### src/common/swt_pkg.sv
// stop-mode wake-up timer: constants, register layout and state types
// assumes one 40 MHz clock; the 32 kHz ring oscillator rate is made by a divider
// How it works
// ten-bit up counter, terminal count all ones
// counts only while the cpu is stopped
// clocked from 32 kHz ring tick via prescaler
// reaching 3FF raises the wake-up event
// keeps counting after halt until 3FF
// cpu resumes after stop once handler returns
// reset loads control register with zero
// bit 7 enables, zero disables the timer
// bit 5 gates the terminal-count interrupt request
// software keeps prescale code at most 12
// code zero is 2048 ring cycles, doubling
// software enables ring oscillator, then timer, prescale
// software stops immediately after enabling the timer
// handler disables interrupt then returns at once
// enable restarts count at zero; hold while off
package swt_pkg;

  localparam logic [7:0]  SWT_CTRL_ADDR    = 8'hfa;
  localparam logic [7:0]  SWT_CTRL_RESET   = 8'h00;
  localparam int          SWT_EN_BIT       = 7;
  localparam int          SWT_DONE_BIT     = 6;
  localparam int          SWT_IE_BIT       = 5;
  localparam int          SWT_CNT_W        = 10;
  localparam logic [9:0]  SWT_TERMINAL     = 10'h3ff;
  localparam logic [3:0]  SWT_PS_MAX       = 4'hc;

  localparam int          SWT_CLK_HZ       = 40_000_000;
  localparam int          SWT_RING_HZ      = 32_000;
  // ring period rounded down to whole clock cycles
  localparam int          SWT_RING_DIV     = SWT_CLK_HZ / SWT_RING_HZ;
  localparam int          SWT_RING_W       = 11;
  // ring cycles per counter step at code 0: 2048 cycles over 1024 steps
  localparam int          SWT_PS_BASE      = 2048 / (1 << SWT_CNT_W);
  localparam int          SWT_PS_W         = 13;

  typedef struct packed {
    logic       enable;
    logic       done;
    logic       int_en;
    logic       spare;
    logic [3:0] wake_prescale_select;
  } swt_ctrl_t;

  typedef enum logic [2:0] {
    SWT_OFF  = 3'b001,
    SWT_RUN  = 3'b010,
    SWT_DONE = 3'b100
  } swt_state_t;

endpackage : swt_pkg

### src/swt_prescaler.sv
// ring-oscillator tick and prescale divider for the wake-up counter
// assumes run is a level from the same clock domain
`timescale 1ns/1ps
module swt_prescaler
  import swt_pkg::*;
#(
  // ring period in clk cycles; a smaller value shortens simulation only
  parameter int RING_DIV = SWT_RING_DIV
) (
  input  wire logic       clk,
  input  wire logic       rst,
  input  wire logic       run,
  input  wire logic [3:0] prescale_code,
  output logic            step
);

  logic [SWT_RING_W-1:0] ring_cnt;
  logic [SWT_RING_W-1:0] next_ring_cnt;
  logic [SWT_PS_W-1:0]   pre_cnt;
  logic [SWT_PS_W-1:0]   next_pre_cnt;
  logic [SWT_PS_W-1:0]   pre_limit;
  logic [3:0]            code;
  logic                  ring_tick;

  always_comb begin
    // invalid codes above 12 are clamped to the slowest legal rate
    code          = (prescale_code > SWT_PS_MAX) ? SWT_PS_MAX : prescale_code;
    pre_limit     = SWT_PS_W'((SWT_PS_BASE << code) - 1);
    ring_tick     = run && (ring_cnt == SWT_RING_W'(RING_DIV - 1));
    next_ring_cnt = ring_cnt;
    next_pre_cnt  = pre_cnt;
    step          = 1'b0;
    if (!run) begin
      next_ring_cnt = '0;
      next_pre_cnt  = '0;
    end else if (ring_tick) begin
      next_ring_cnt = '0;
      if (pre_cnt >= pre_limit) begin
        next_pre_cnt = '0;
        step         = 1'b1;
      end else begin
        next_pre_cnt = pre_cnt + 1'b1;
      end
    end else begin
      next_ring_cnt = ring_cnt + 1'b1;
    end
  end

  always_ff @(posedge clk or posedge rst) begin
    if (rst) begin
      ring_cnt <= '0;
      pre_cnt  <= '0;
    end else begin
      ring_cnt <= next_ring_cnt;
      pre_cnt  <= next_pre_cnt;
    end
  end

endmodule : swt_prescaler

### src/swt_top.sv
// stop-mode wake-up timer: control register, 10-bit counter, wake request
// assumes the cpu register port is synchronous to clk, one access per cycle
`timescale 1ns/1ps
module swt_top
  import swt_pkg::*;
#(
  parameter int RING_DIV = SWT_RING_DIV
) (
  input  wire logic                 clk,
  input  wire logic                 rst,
  input  wire logic [7:0]           reg_addr,
  input  wire logic                 reg_wr,
  input  wire logic [7:0]           reg_wdata,
  output logic [7:0]                reg_rdata,
  input  wire logic                 stop_mode,
  input  wire logic                 ring_osc_on,
  output logic                      wake_irq,
  output logic                      wake_event,
  output logic [SWT_CNT_W-1:0]      wake_count
);

  swt_ctrl_t            ctrl;
  swt_ctrl_t            next_ctrl;
  swt_state_t           state;
  swt_state_t           next_state;
  logic [SWT_CNT_W-1:0] count;
  logic [SWT_CNT_W-1:0] next_count;
  logic                 next_wake_irq;
  logic                 next_wake_event;
  logic [7:0]           next_rdata;
  logic                 ctrl_wr;
  logic                 en_rise;
  logic                 run;
  logic                 step;

  // control register
  always_comb begin
    ctrl_wr   = reg_wr && (reg_addr == SWT_CTRL_ADDR);
    next_ctrl = ctrl;
    if (ctrl_wr) begin
      next_ctrl.enable               = reg_wdata[SWT_EN_BIT];
      next_ctrl.int_en               = reg_wdata[SWT_IE_BIT];
      next_ctrl.wake_prescale_select = reg_wdata[3:0];
    end
    next_ctrl.spare = 1'b0;
    next_ctrl.done  = (state == SWT_DONE);
    en_rise         = ctrl_wr && reg_wdata[SWT_EN_BIT] && !ctrl.enable;
    next_rdata      = (reg_addr == SWT_CTRL_ADDR) ? 8'(ctrl) : 8'h00;
  end

  always_ff @(posedge clk or posedge rst) begin
    if (rst) begin
      ctrl      <= swt_ctrl_t'(SWT_CTRL_RESET);
      reg_rdata <= 8'h00;
    end else begin
      ctrl      <= next_ctrl;
      reg_rdata <= next_rdata;
    end
  end

  // counter runs only in stop mode with the oscillator on
  assign run = ctrl.enable && stop_mode && ring_osc_on && (state == SWT_RUN) && !en_rise;

  swt_prescaler #(.RING_DIV(RING_DIV)) u_prescaler (
    .clk           (clk),
    .rst           (rst),
    .run           (run),
    .prescale_code (ctrl.wake_prescale_select),
    .step          (step)
  );

  always_comb begin
    next_state      = state;
    next_count      = count;
    next_wake_irq   = 1'b0;
    next_wake_event = 1'b0;
    case (state)
      SWT_OFF: begin
        if (next_ctrl.enable) begin
          next_state = SWT_RUN;
          next_count = '0;
        end
      end
      SWT_RUN: begin
        if (!next_ctrl.enable) begin
          next_state = SWT_OFF;
        end else if (en_rise) begin
          next_count = '0;
        end else if (step) begin
          next_count = count + 1'b1;
          if (count + 1'b1 == SWT_TERMINAL) begin
            next_state      = SWT_DONE;
            next_wake_event = 1'b1;
            // gate with the value the control register holds when the pulse shows
            next_wake_irq   = next_ctrl.int_en;
          end
        end
      end
      SWT_DONE: begin
        // holds at terminal count until software disables; writing enable again while enabled does not leave this state
        if (!next_ctrl.enable) begin
          next_state = SWT_OFF;
        end
      end
      default: begin
        next_state = SWT_OFF;
        next_count = '0;
      end
    endcase
  end

  always_ff @(posedge clk or posedge rst) begin
    if (rst) begin
      state      <= SWT_OFF;
      count      <= '0;
      wake_irq   <= 1'b0;
      wake_event <= 1'b0;
    end else begin
      state      <= next_state;
      count      <= next_count;
      wake_irq   <= next_wake_irq;
      wake_event <= next_wake_event;
    end
  end

  assign wake_count = count;
endmodule : swt_top

### config.mk
export PLATFORM = sky130hd
export DESIGN_NAME = swt_top
export DESIGN_NICKNAME = d
export VERILOG_FILES = /design/src/common/swt_pkg.sv /design/src/swt_prescaler.sv /design/src/swt_top.sv
export SDC_FILE = /design/constraint.sdc
export NUM_CORES = 1
export LEC_CHECK = 0
export ABC_AREA = 1
export BUFFER_PORTS_ARGS = -buffer_cell sky130_fd_sc_hd__buf_4
export CAP_MARGIN = 5
export CORE_MARGIN = 5
export CORE_UTILIZATION = 32
export CTS_CLUSTER_SIZE = 28
export DETAILED_ROUTE_END_ITERATION = 16
export SLEW_MARGIN = 20
export SYNTH_ARGS = -nofsm -noshare
export SYNTH_HDL_FRONTEND = slang
export SYNTH_SLANG_ARGS = --single-unit
### constraint.sdc
create_clock -name clk -period 5.2 [get_ports clk]
set_input_delay 0.26 -clock clk [delete_from_list [all_inputs] [get_ports clk]]
set_output_delay 0.26 -clock clk [all_outputs]
set_load 0.02 [all_outputs]
After elaboration in Yosys (flattened, before gate mapping)
Cells that the tools add are included.
Widths: inputs -> output; s select.
{ "totals": {"regBits": 54, "in_bits": 21, "out_inout_bits": 20, "elab_cells": 79} }
{ "classes": {"addsub": 4, "magnitude_cmp": 2, "eq_ne": 14, "shifts": 1, "muxes": 34, "n_bitwise": 1, "reduce_logical": 12} }
{ "op_table": {"columns": ["cell", "n"], "rows": [
  ["$mux 10", 4],
  ["$mux 13", 3],
  ["$pmux 10 s3", 1],
  ["$mux 11", 2],
  ["$mux 3", 6],
  ["$mux 1", 15],
  ["$add 13x1->13 const B", 1],
  ["$ge 13x13->1", 1],
  ["$shl 2x4->13 const A", 1],
  ["$sub 13x2->13 const B", 1],
  ["$add 11x1->11 const B", 1],
  ["$eq 11x11->1 const B", 1],
  ["$add 10x1->10 const B", 1],
  ["$eq 10x10->1 const B", 1],
  ["$ne 3x3->1 const B", 3],
  ["$pmux 3 s3", 1],
  ["$eq 8x8->1 const B", 1],
  ["$logic_and 1x1->1", 8],
  ["$mux 8", 1],
  ["$ne 2x2->1 const B", 4],
  ["$reduce_and 5->1", 1],
  ["$gt 4x4->1 const B", 1],
  ["$mux 4", 1],
  ["$reduce_and 4->1", 1],
  ["other kinds (6)", 7]
]} }

Longest topological paths before layout
Gate-level depths: netlist (run 1).
{ "depth": {"ltp_word": 13, "depth_mapped": 20, "depth_no_buf": 19} }

Hierarchy
A second synthesis (run 1) with hierarchy kept.
{ "hier_totals": {"cells_unflattened": 490, "area_unflattened_um2": 3474.6} }
{ "by_module_without_submodules": {"columns": ["module", "instances", "cells_each", "area_each_um2", "seq_area_each_um2"], "rows": [
  ["swt_prescaler", 1, 277, 1871.8, 600.6],
  ["swt_top", 1, 213, 1602.8, 726.9]
]} }

Worst setup path before layout (run 1)
Ideal clock, no wire load.
{ "synth_timing": {"kind": "reg2reg", "start": "reg ctrl[1] (netlist name)", "end": "reg count[0] (netlist: wake_count[0])", "setup_ns": 0.118, "t_arrival_ns": 2.322, "required_time_ns": 5.082, "path_slack_ns": 2.760, "path_stages_with_launch": 21, "n_path_buf": 2, "period_less_slack_ns": 2.440, "path_cell_list": "dfrtp_1 -> clkbuf_1 -> nor2_1 -> nand2_1 -> nor2_1 -> inv_1 -> ha_1 -> nand2_1 -> xnor2_1 -> ha_1 -> nand2_1 -> inv_1 -> nand2_1 -> a21oi_1 -> nor2_1 -> nand2_1 -> nand2_2 -> nand3_2 -> buf_6 -> nand3_1 -> nand2_1"} }
{ "synth_via": {"elab_chain_cells": 10} }
{ "synth_rtl": {"columns": ["element", "line", "text"], "rows": [
  ["from (decl)", "swt_top.sv:22", "swt_ctrl_t ctrl;"],
  ["from (signal assigned)", "swt_top.sv:53", "ctrl <= swt_ctrl_t'(SWT_CTRL_RESET);"],
  ["from (signal assigned)", "swt_top.sv:56", "ctrl <= next_ctrl;"],
  ["$gt 4x4->1", "swt_prescaler.sv:27", "code = (prescale_code > SWT_PS_MAX) ? SWT_PS_MAX : prescale_code;"],
  ["$mux 4 *", "swt_prescaler.sv:27", null],
  ["$shl 2x4->13 *", "swt_prescaler.sv:28", "pre_limit = SWT_PS_W'((SWT_PS_BASE << code) - 1);"],
  ["$sub 13x2->13 *", "swt_prescaler.sv:28", null],
  ["$ge 13x13->1 *", "swt_prescaler.sv:38", "if (pre_cnt >= pre_limit) begin"],
  ["$mux 1 *", "swt_prescaler.sv:38", null],
  ["$mux 1 *", "swt_prescaler.sv:36", "end else if (ring_tick) begin"],
  ["$mux 1 *", "swt_prescaler.sv:33", "if (!run) begin"],
  ["$ne 3x3->1 (no line) *", null, null],
  ["$reduce_and 4->1 (no line) *", null, null],
  ["to (signal assigned)", "swt_top.sv:120", "count <= next_count;"],
  ["to (decl)", "swt_top.sv:26", "logic [SWT_CNT_W-1:0] count;"]
]} }
Mark *: on every way between the ends. The rest lies on a longest branch, timed or not.
A chain may end at the register's enable or synchronous reset.

Final worst setup path (run 1)
{ "layout_timing": {"start": "reg ctrl[1] (netlist name)", "end": "reg count[9] (netlist: wake_count[9])"} }
The elaborated chain is that of the path after synthesis.

==> results of run 1 <==
[path summary, 6_finish.rpt]
check | from | endpoint | slack, ps | cells past startpoint
max | ctrl[1] | wake_count[9] | 2160 | 17
max reg2reg | ctrl[1] | wake_count[9] | 2160 | 17
min reg2reg | ctrl[6] | reg_rdata[6] | 480 | 2
min in group clk | reg_wdata[2] | ctrl[2] | 160 | 3
max in group asynchronous | rst | u_prescaler.ring_cnt[3] | 4630 | 3
min | rst | u_prescaler.ring_cnt[9] | 120 | 3
[cells in the final DEF (no fill, tap or decap), types with 5 or more instances in the layout]
master | Yosys | layout
a21oi_1 | 10 | 10
ha_1 | 18 | 18
nand2_1 | 107 | 107
dfrtp_1 | 52 | 52
nand2_2 | 6 | 6
nor2_2 | 6 | 6
buf_4 | 3 | 38
nand4_1 | 13 | 13
clkbuf_8 | 0 | 5
inv_2 | 4 | 5
inv_1 | 67 | 66
nand3_1 | 43 | 43
o21ai_0 | 20 | 20
o22ai_1 | 7 | 7
nor2_1 | 58 | 58
nor3_1 | 7 | 7
[worst max-delay path: cells and delay by family (launching register included)]
kind                     cells  cell delay, ps
flip-flops                   1             490
XOR/XNOR                     1             170
buffers and inverters        1              60
AO/OA/AOI/OAI                1              50
AND/OR/NAND/NOR             12            1720
adder cells (fa/ha/maj)      2             500
[state kept, by name, summed over array words and instances, names as in the netlist]
name,cells
ctrl,7
reg_rdata,7
state,3
u_prescaler.pre_cnt,13
u_prescaler.ring_cnt,11
wake_count,10
wake_event,1
wake_irq,1
[where the power goes]
group          total [mW]  switching, mW  leakage, nW  internal [mW]
logic               0.167          0.119         1.16         0.0473
registers           0.451         0.0218        0.717          0.430
clock network       0.238          0.143       0.0364         0.0948
[cell families (layout without fill, tap and decap cells)]
logic type	after synthesis	after routing
and+or+nand+nor	255	255
buffers and inverters	79	117
DFF	53	53
AOI/OAI and AO/OA	43	43
adders and majority gates	18	18
xor gates and xnor gates	6	6
other	1	1
muxes	1	1
[layout make-up]
type / instances / area, sq um
fill: 1083 / 6400
multi-input combinational: 324 / 1690
sequential: 53 / 1330
timing repair buffer: 38 / 285
inverter: 71 / 267
tap: 136 / 170
clock buffer: 5 / 68.8
clock inverter: 3 / 22.5
[routing by layer]
| layer | vias to the layer above | track usage [%] | share of wire (%) | wire, um |
|---|---|---|---|---|
| li1 | 1544 | - | - | - |
| met1 | 1350 | 15.9 | 49 | 3510 |
| met2 | 46 | 19.2 | 47 | 3330 |
| met3 | 2 | 3.34 | 3.7 | 265 |
| met4 | 0 | 2.32 | 0.46 | 33 |
| met5 | - | 0 | 0 | 0 |
[per-stage QoR]
step	hold slack [ps]	setup WS, ps	area (sq um)	util, %
6_report	124	2160	3830	37.4
3_3_place_gp	472	2230	3740	36.5
4_1_cts	148	2130	3830	37.4
2_1_floorplan	381	2760	3340	-
3_5_place_dp	470	2170	3740	36.5
5_1_grt	154	1810	3830	37.4
==> flow_metrics.py, run 1 <==
metrics = {
    "outcome": {
        "status": "finished, final reports clean",
    },
    "power_and_ir_drop": {
        "p_leak_nw": 1.91,
        "vdd_ir_drop_max_mv": 0.123,
        "power_mw": 0.856,
        "power.density_mw_per_mm2": 224,
    },
    "global_routing": {
        "antenna_found_initial": 0,
        "grtUsageTotal_pct": 11.8,
        "grt_max_degree": 54,
        "grt_pass1_wl_um": 12600,
        "grt-ovfl-total": 0,
        "grt_pass1_vias": 2861,
    },
    "cts": {
        "cts_tree": "built",
        "cts_hold_buffers": 0,
        "cts_made_buffers": 5,
        "clock_latency_ps": 310,
        "clock_sinks": 53,
        "htree_levels": 2,
        "cts_setup_buffers": 0,
        "clock_path_buffers": 2,
        "clk_pin_slew_ps": 100,
        "root_buffer": "clkbuf_8",
        "postCtsResizedCells": 0,
    },
    "place": {
        "portBuffers": 37,
        "dp_hpwl_um": 5480,
        "numPlacedInstances": 622,
        "gp_congestion": 0.818,
    },
    "synth": {
        "ys_seq_area_share_pct": 39.8,
        "synth.distinct_cells": 36,
        "synth_edf_count": 0,
        "yosysMostFrequentCell": "nand2_1",
        "avgSynthCellArea_sq_um": 7.32,
        "synth_common_cells": "107 x nand2_1, 67 x inv_1, 58 x nor2_1",
        "synth_area_sq_mm": 0.00334,
        "synthSimpleGateAreaFrac_pct": 34.7,
        "synth_ff_type": "dfrtp_1",
        "ys_warn_count": 0,
        "synth_top_cell_by_area": "dfrtp_1",
        "synthArstFlopShare_pct": 100,
        "synth_area_leaders": "dfrtp_1 39%, nand2_1 12%, inv_1 7.5%, ha_1 6.7%, nor2_1 6.5%",
        "synth-compound-area-share_pct": 7.09,
        "synth_top_family_by_area": "simple AND/OR/NAND/NOR gates",
        "syn_nets": 495,
        "yosysTopAreaCellShare_pct": 39.0,
        "synth_seq_cells": 53,
        "synth_fa_ha_area_share_pct": 6.75,
        "synth-xor-area-share_pct": 1.57,
        "syn_inst": 456,
        "synthMuxAreaShare_pct": 0.300,
    },
    "sta": {
        "fin_tns_setup_ps": 0,
        "clock.fmax_ghz": 0.329,
        "relSlewSlack_pct": 55.2,
        "drv_slew": 0,
        "setup_viol_count_final": 0,
        "fin_crit_ps": 3040,
        "rsz0062_at_grt": "no",
        "clock_skew_ps": 5.69,
        "worst_slew_pin_slew_ps": 671,
        "hold_violations": 0,
        "fin_crit_sh_pct": 58.4,
    },
    "route": {
        "remaining_drc_errors": 0,
        "routed_wl_um": 7140,
        "wl_per_cell_um": 11.3,
        "initialDrtViolationCount": 157,
        "num_vias": 2942,
        "ant_nets": 0,
        "drtPass1Iterations": 4,
        "vias_per_cell": 4.67,
    },
    "floorplanning": {
        "start_util_pct": 32.6,
        "die_w_um": 112,
        "die_h_um": 112,
        "core_area_sq_mm": 0.0102,
        "rows": 37,
        "ios": 41,
        "die_area_sq_mm": 0.0126,
    },
    "worst_setup_path": {
        "critPathRequiredTime_ps": 5450,
        "path_common_cell": "nand2_1",
        "cp_max_fo": 11,
        "start_kind": "register",
        "path_class": "register to register",
        "cp_slowest_stage_delay_ps": 490,
        "cp_slowest_cell": "dfrtp_1",
        "cp_cell_sequence": "nor2_1 > nand2_1 > nor2_1 > inv_1 > ha_1 > nand2_1 > xor2_1 > ha_1 > nand4_1 > a21oi_1 > nor2_1 > nand2_1 > nand2_2 > nand3_2 > nand2_2 > nand2_1 > nand2_1",
        "endpoint_kind": "register",
        "arrival_ps": 3290,
    },
    "layout": {
        "final_net_count": 532,
        "area_growth_pct": 14.7,
        "drive_gt1_share_pct": 14.4,
        "diodes": 0,
        "instances_no_fill": 630,
    },
    "min_path": {
        "hp-class": "primary input to async pin",
    },
    "job": {
        "max_cap_viol_count": 0,
    },
}
Note: power is estimated with default switching activity, not from simulation.
==> inputs of run 2 (changes only) <==
ABC_AREA = 0   (was 1)
clock period = 3.1 ns   (was 5.2 ns; I/O delays follow)
==> flow_metrics.py, run 2 <==
metrics = {
    "layout": {
        "layout_commonest_cell": "buf_4",
        "area_growth_pct": 28.0,
        "layout_common_cells": "56 x buf_4, 52 x dfrtp_1, 22 x nand2_1, 21 x nand3_1, 20 x nor2_1",
        "largest_register_ffs": 13,
        "regMostFlops": "u_prescaler.pre_cnt",
        "drive_gt1_share_pct": 32.6,
        "final_net_count": 422,
        "diodes": 0,
        "n_fill_cell": 980,
    },
    "sta": {
        "hold_violations": 25,
        "fin_crit_sh_pct": 101,
        "clock.fmax_ghz": 0.321,
        "rsz0062_at_grt": "yes",
        "fin_tns_setup_ps": -46.9,
        "setup_viol_count_final": 4,
        "worst_slew_pin_slew_ps": 772,
        "relSlewSlack_pct": 48.5,
        "worst_slack_ps": -18.6,
        "fin_crit_ps": 3120,
        "drv_slew": 0,
        "fin_hold_ws_ps": -14.7,
        "clock_skew_ps": 10.9,
    },
    "power_and_ir_drop": {
        "power.density_mw_per_mm2": 335,
        "vdd_ir_drop_max_mv": 0.262,
        "p_leak_nw": 1.83,
    },
    "floorplanning": {
        "start_util_pct": 32.7,
        "core_area_sq_mm": 0.00973,
        "die_h_um": 110,
        "die_area_sq_mm": 0.0121,
        "die_w_um": 110,
        "ios": 41,
        "rows": 36,
    },
    "global_routing": {
        "antenna_found_initial": 0,
        "grt-ovfl-total": 0,
        "grtUsageTotal_pct": 12.7,
        "grt_max_degree": 37,
        "grt_pass1_vias": 2559,
        "grt_pass1_wl_um": 12400,
    },
    "route": {
        "vias_per_cell": 5.08,
        "routed_wl_um": 7520,
        "wl_met3_um": 187,
        "met2_length_um": 3640,
        "drtPass1Iterations": 4,
        "remaining_drc_errors": 0,
        "wl_per_cell_um": 14.5,
        "top_layer_used": "met4",
        "ant_nets": 0,
        "initialDrtViolationCount": 71,
        "wl_met1_um": 3620,
        "num_vias": 2628,
    },
    "worst_setup_path": {
        "endpoint_kind": "register",
        "critPathRequiredTime_ps": 3340,
        "cp_max_fo": 6,
        "arrival_ps": 3360,
        "crit_family": "simple AND/OR/NAND/NOR gates",
        "path_class": "register to register",
        "cp_slowest_cell": "or4_1",
        "cp_slowest_stage_delay_ps": 420,
        "path_buf_inv": 0,
        "start_kind": "register",
        "cp_cell_sequence": "or2_4 > or3_4 > ha_4 > nor3_2 > a21o_1 > a22o_1 > a22oi_2 > ha_1 > nand2_2 > o21a_1 > a211oi_4 > nand2_4 > or4_1 > nand3_1",
    },
    "place": {
        "place_ws_ps": -256,
        "gp_congestion": 0.802,
        "portBuffers": 37,
        "dp_hpwl_um": 5470,
    },
    "cts": {
        "root_buffer": "clkbuf_8",
        "htree_levels": 2,
        "clock_path_buffers": 2,
        "cts_made_buffers": 5,
        "cts_hold_buffers": 0,
        "clock_sinks": 53,
        "cts_tree": "built",
        "clk_pin_slew_ps": 100,
        "clock_latency_ps": 310,
    },
    "synth": {
        "yosysMostFrequentCell": "dfrtp_1",
        "ys_warn_count": 0,
        "avgSynthCellArea_sq_um": 9.65,
        "yosysTopAreaCellShare_pct": 40.8,
        "synthArstFlopShare_pct": 100,
        "synth_common_cells": "52 x dfrtp_1, 25 x nand3_1, 23 x nand2_1",
        "synth_edf_count": 0,
        "syn_inst": 330,
        "synth_area_sq_mm": 0.00319,
        "ys_seq_area_share_pct": 41.7,
        "syn_nets": 369,
        "synth.distinct_cells": 60,
        "synth_ff_type": "dfrtp_1",
        "synth_top_cell_by_area": "dfrtp_1",
        "synth_area_leaders": "dfrtp_1 41%, ha_1 7.1%, nand3_1 3.9%, xor2_1 3.3%, and3_1 2.9%",
        "synth_seq_cells": 53,
    },
    "outcome": {
        "failed_checks": "negative hold slack, negative setup slack",
        "status": "finished, violations left",
    },
    "min_path": {
        "hp-class": "primary input to async pin",
    },
    "job": {
        "max_cap_viol_count": 0,
    },
}
## run 2: cell types whose count changed after synthesis, sizes merged, moves of 6 or more
cell,before,now
a31oi,0,7
nand3,46,26
inv,71,10
nand4,13,7
nand2,113,24
a21oi,10,16
xor2,2,12
and3,0,15
nor2,66,21
## run 2: final cells by class
cell class,instances,area (sq um),share of cell area [%]
multi-input cells,252,1970,48.3
inverters,10,37.5,0.921
flip-flops and latches,53,1330,32.6
clock inverters,1,5.00,0.123
clock buffers,7,96.3,2.36
well taps,133,166,4.08
repair buffers,61,477,11.7
## run 2: through the flow
stage	cell area [sq um]	power (mW)	util [%]	std cells	hold WS (ps)
floorplan	3220	0.846	-	330	305
global placement	3710	0.904	38.2	505	345
detailed placement	3710	0.909	38.2	505	349
CTS	3910	1.35	40.1	515	16.0
global route	4080	1.43	41.9	517	45.9
finish	4080	1.37	41.9	517	-14.7
## run 2: final timing paths
| kind | start | endpoint | cells after the start | slack (ps) |
|---|---|---|---|---|
| max | ctrl[0] | wake_count[8] | 14 | -20 |
| min | rst | u_prescaler.ring_cnt[0] | 2 | -10 |
| max reg2reg | ctrl[0] | wake_count[8] | 14 | -20 |
| min reg2reg | ctrl[6] | reg_rdata[6] | 1 | 500 |
| max in group asynchronous | rst | state[0] | 3 | 2320 |
| min in group clk | reg_wdata[3] | ctrl[3] | 2 | 80 |
## run 2: report_power, final
part	switching [mW]	total [mW]	internal, mW	leakage, nW
sequential	0.0151	0.716	0.701	0.736
combinational	0.116	0.220	0.105	1.04
clock	0.226	0.429	0.202	0.0542
## run 2: cells by family (layout without fill, tap and decap cells)
logic type | after synthesis | count (layout) | share of synthesized area [%]
simple gates | 135 | 135 | 24.4
compound gates | 72 | 72 | 15.4
xor+xnor | 19 | 19 | 5.22
fa+ha+maj | 18 | 18 | 7.07
mux | 7 | 7 | 2.40
flops | 53 | 53 | 41.7
other cells | 1 | 1 | 0.118
buf+inv | 25 | 79 | 3.77
## run 2: routing by layer
| layer | vias up | global-route usage, % |
|---|---|---|
| li1 | 1309 | - |
| met1 | 1279 | 18.0 |
| met2 | 29 | 20.1 |
| met3 | 11 | 2.41 |
| met4 | 0 | 2.67 |
| met5 | - | 0 |
## run 2: timing repair
action | in CTS | in global routing
pin swaps | 13 | 29
setup buffers | 2 | 1
setup endpoints to repair | 25 | 27
gates cloned | 0 | 1
resized for setup | 15 | 35
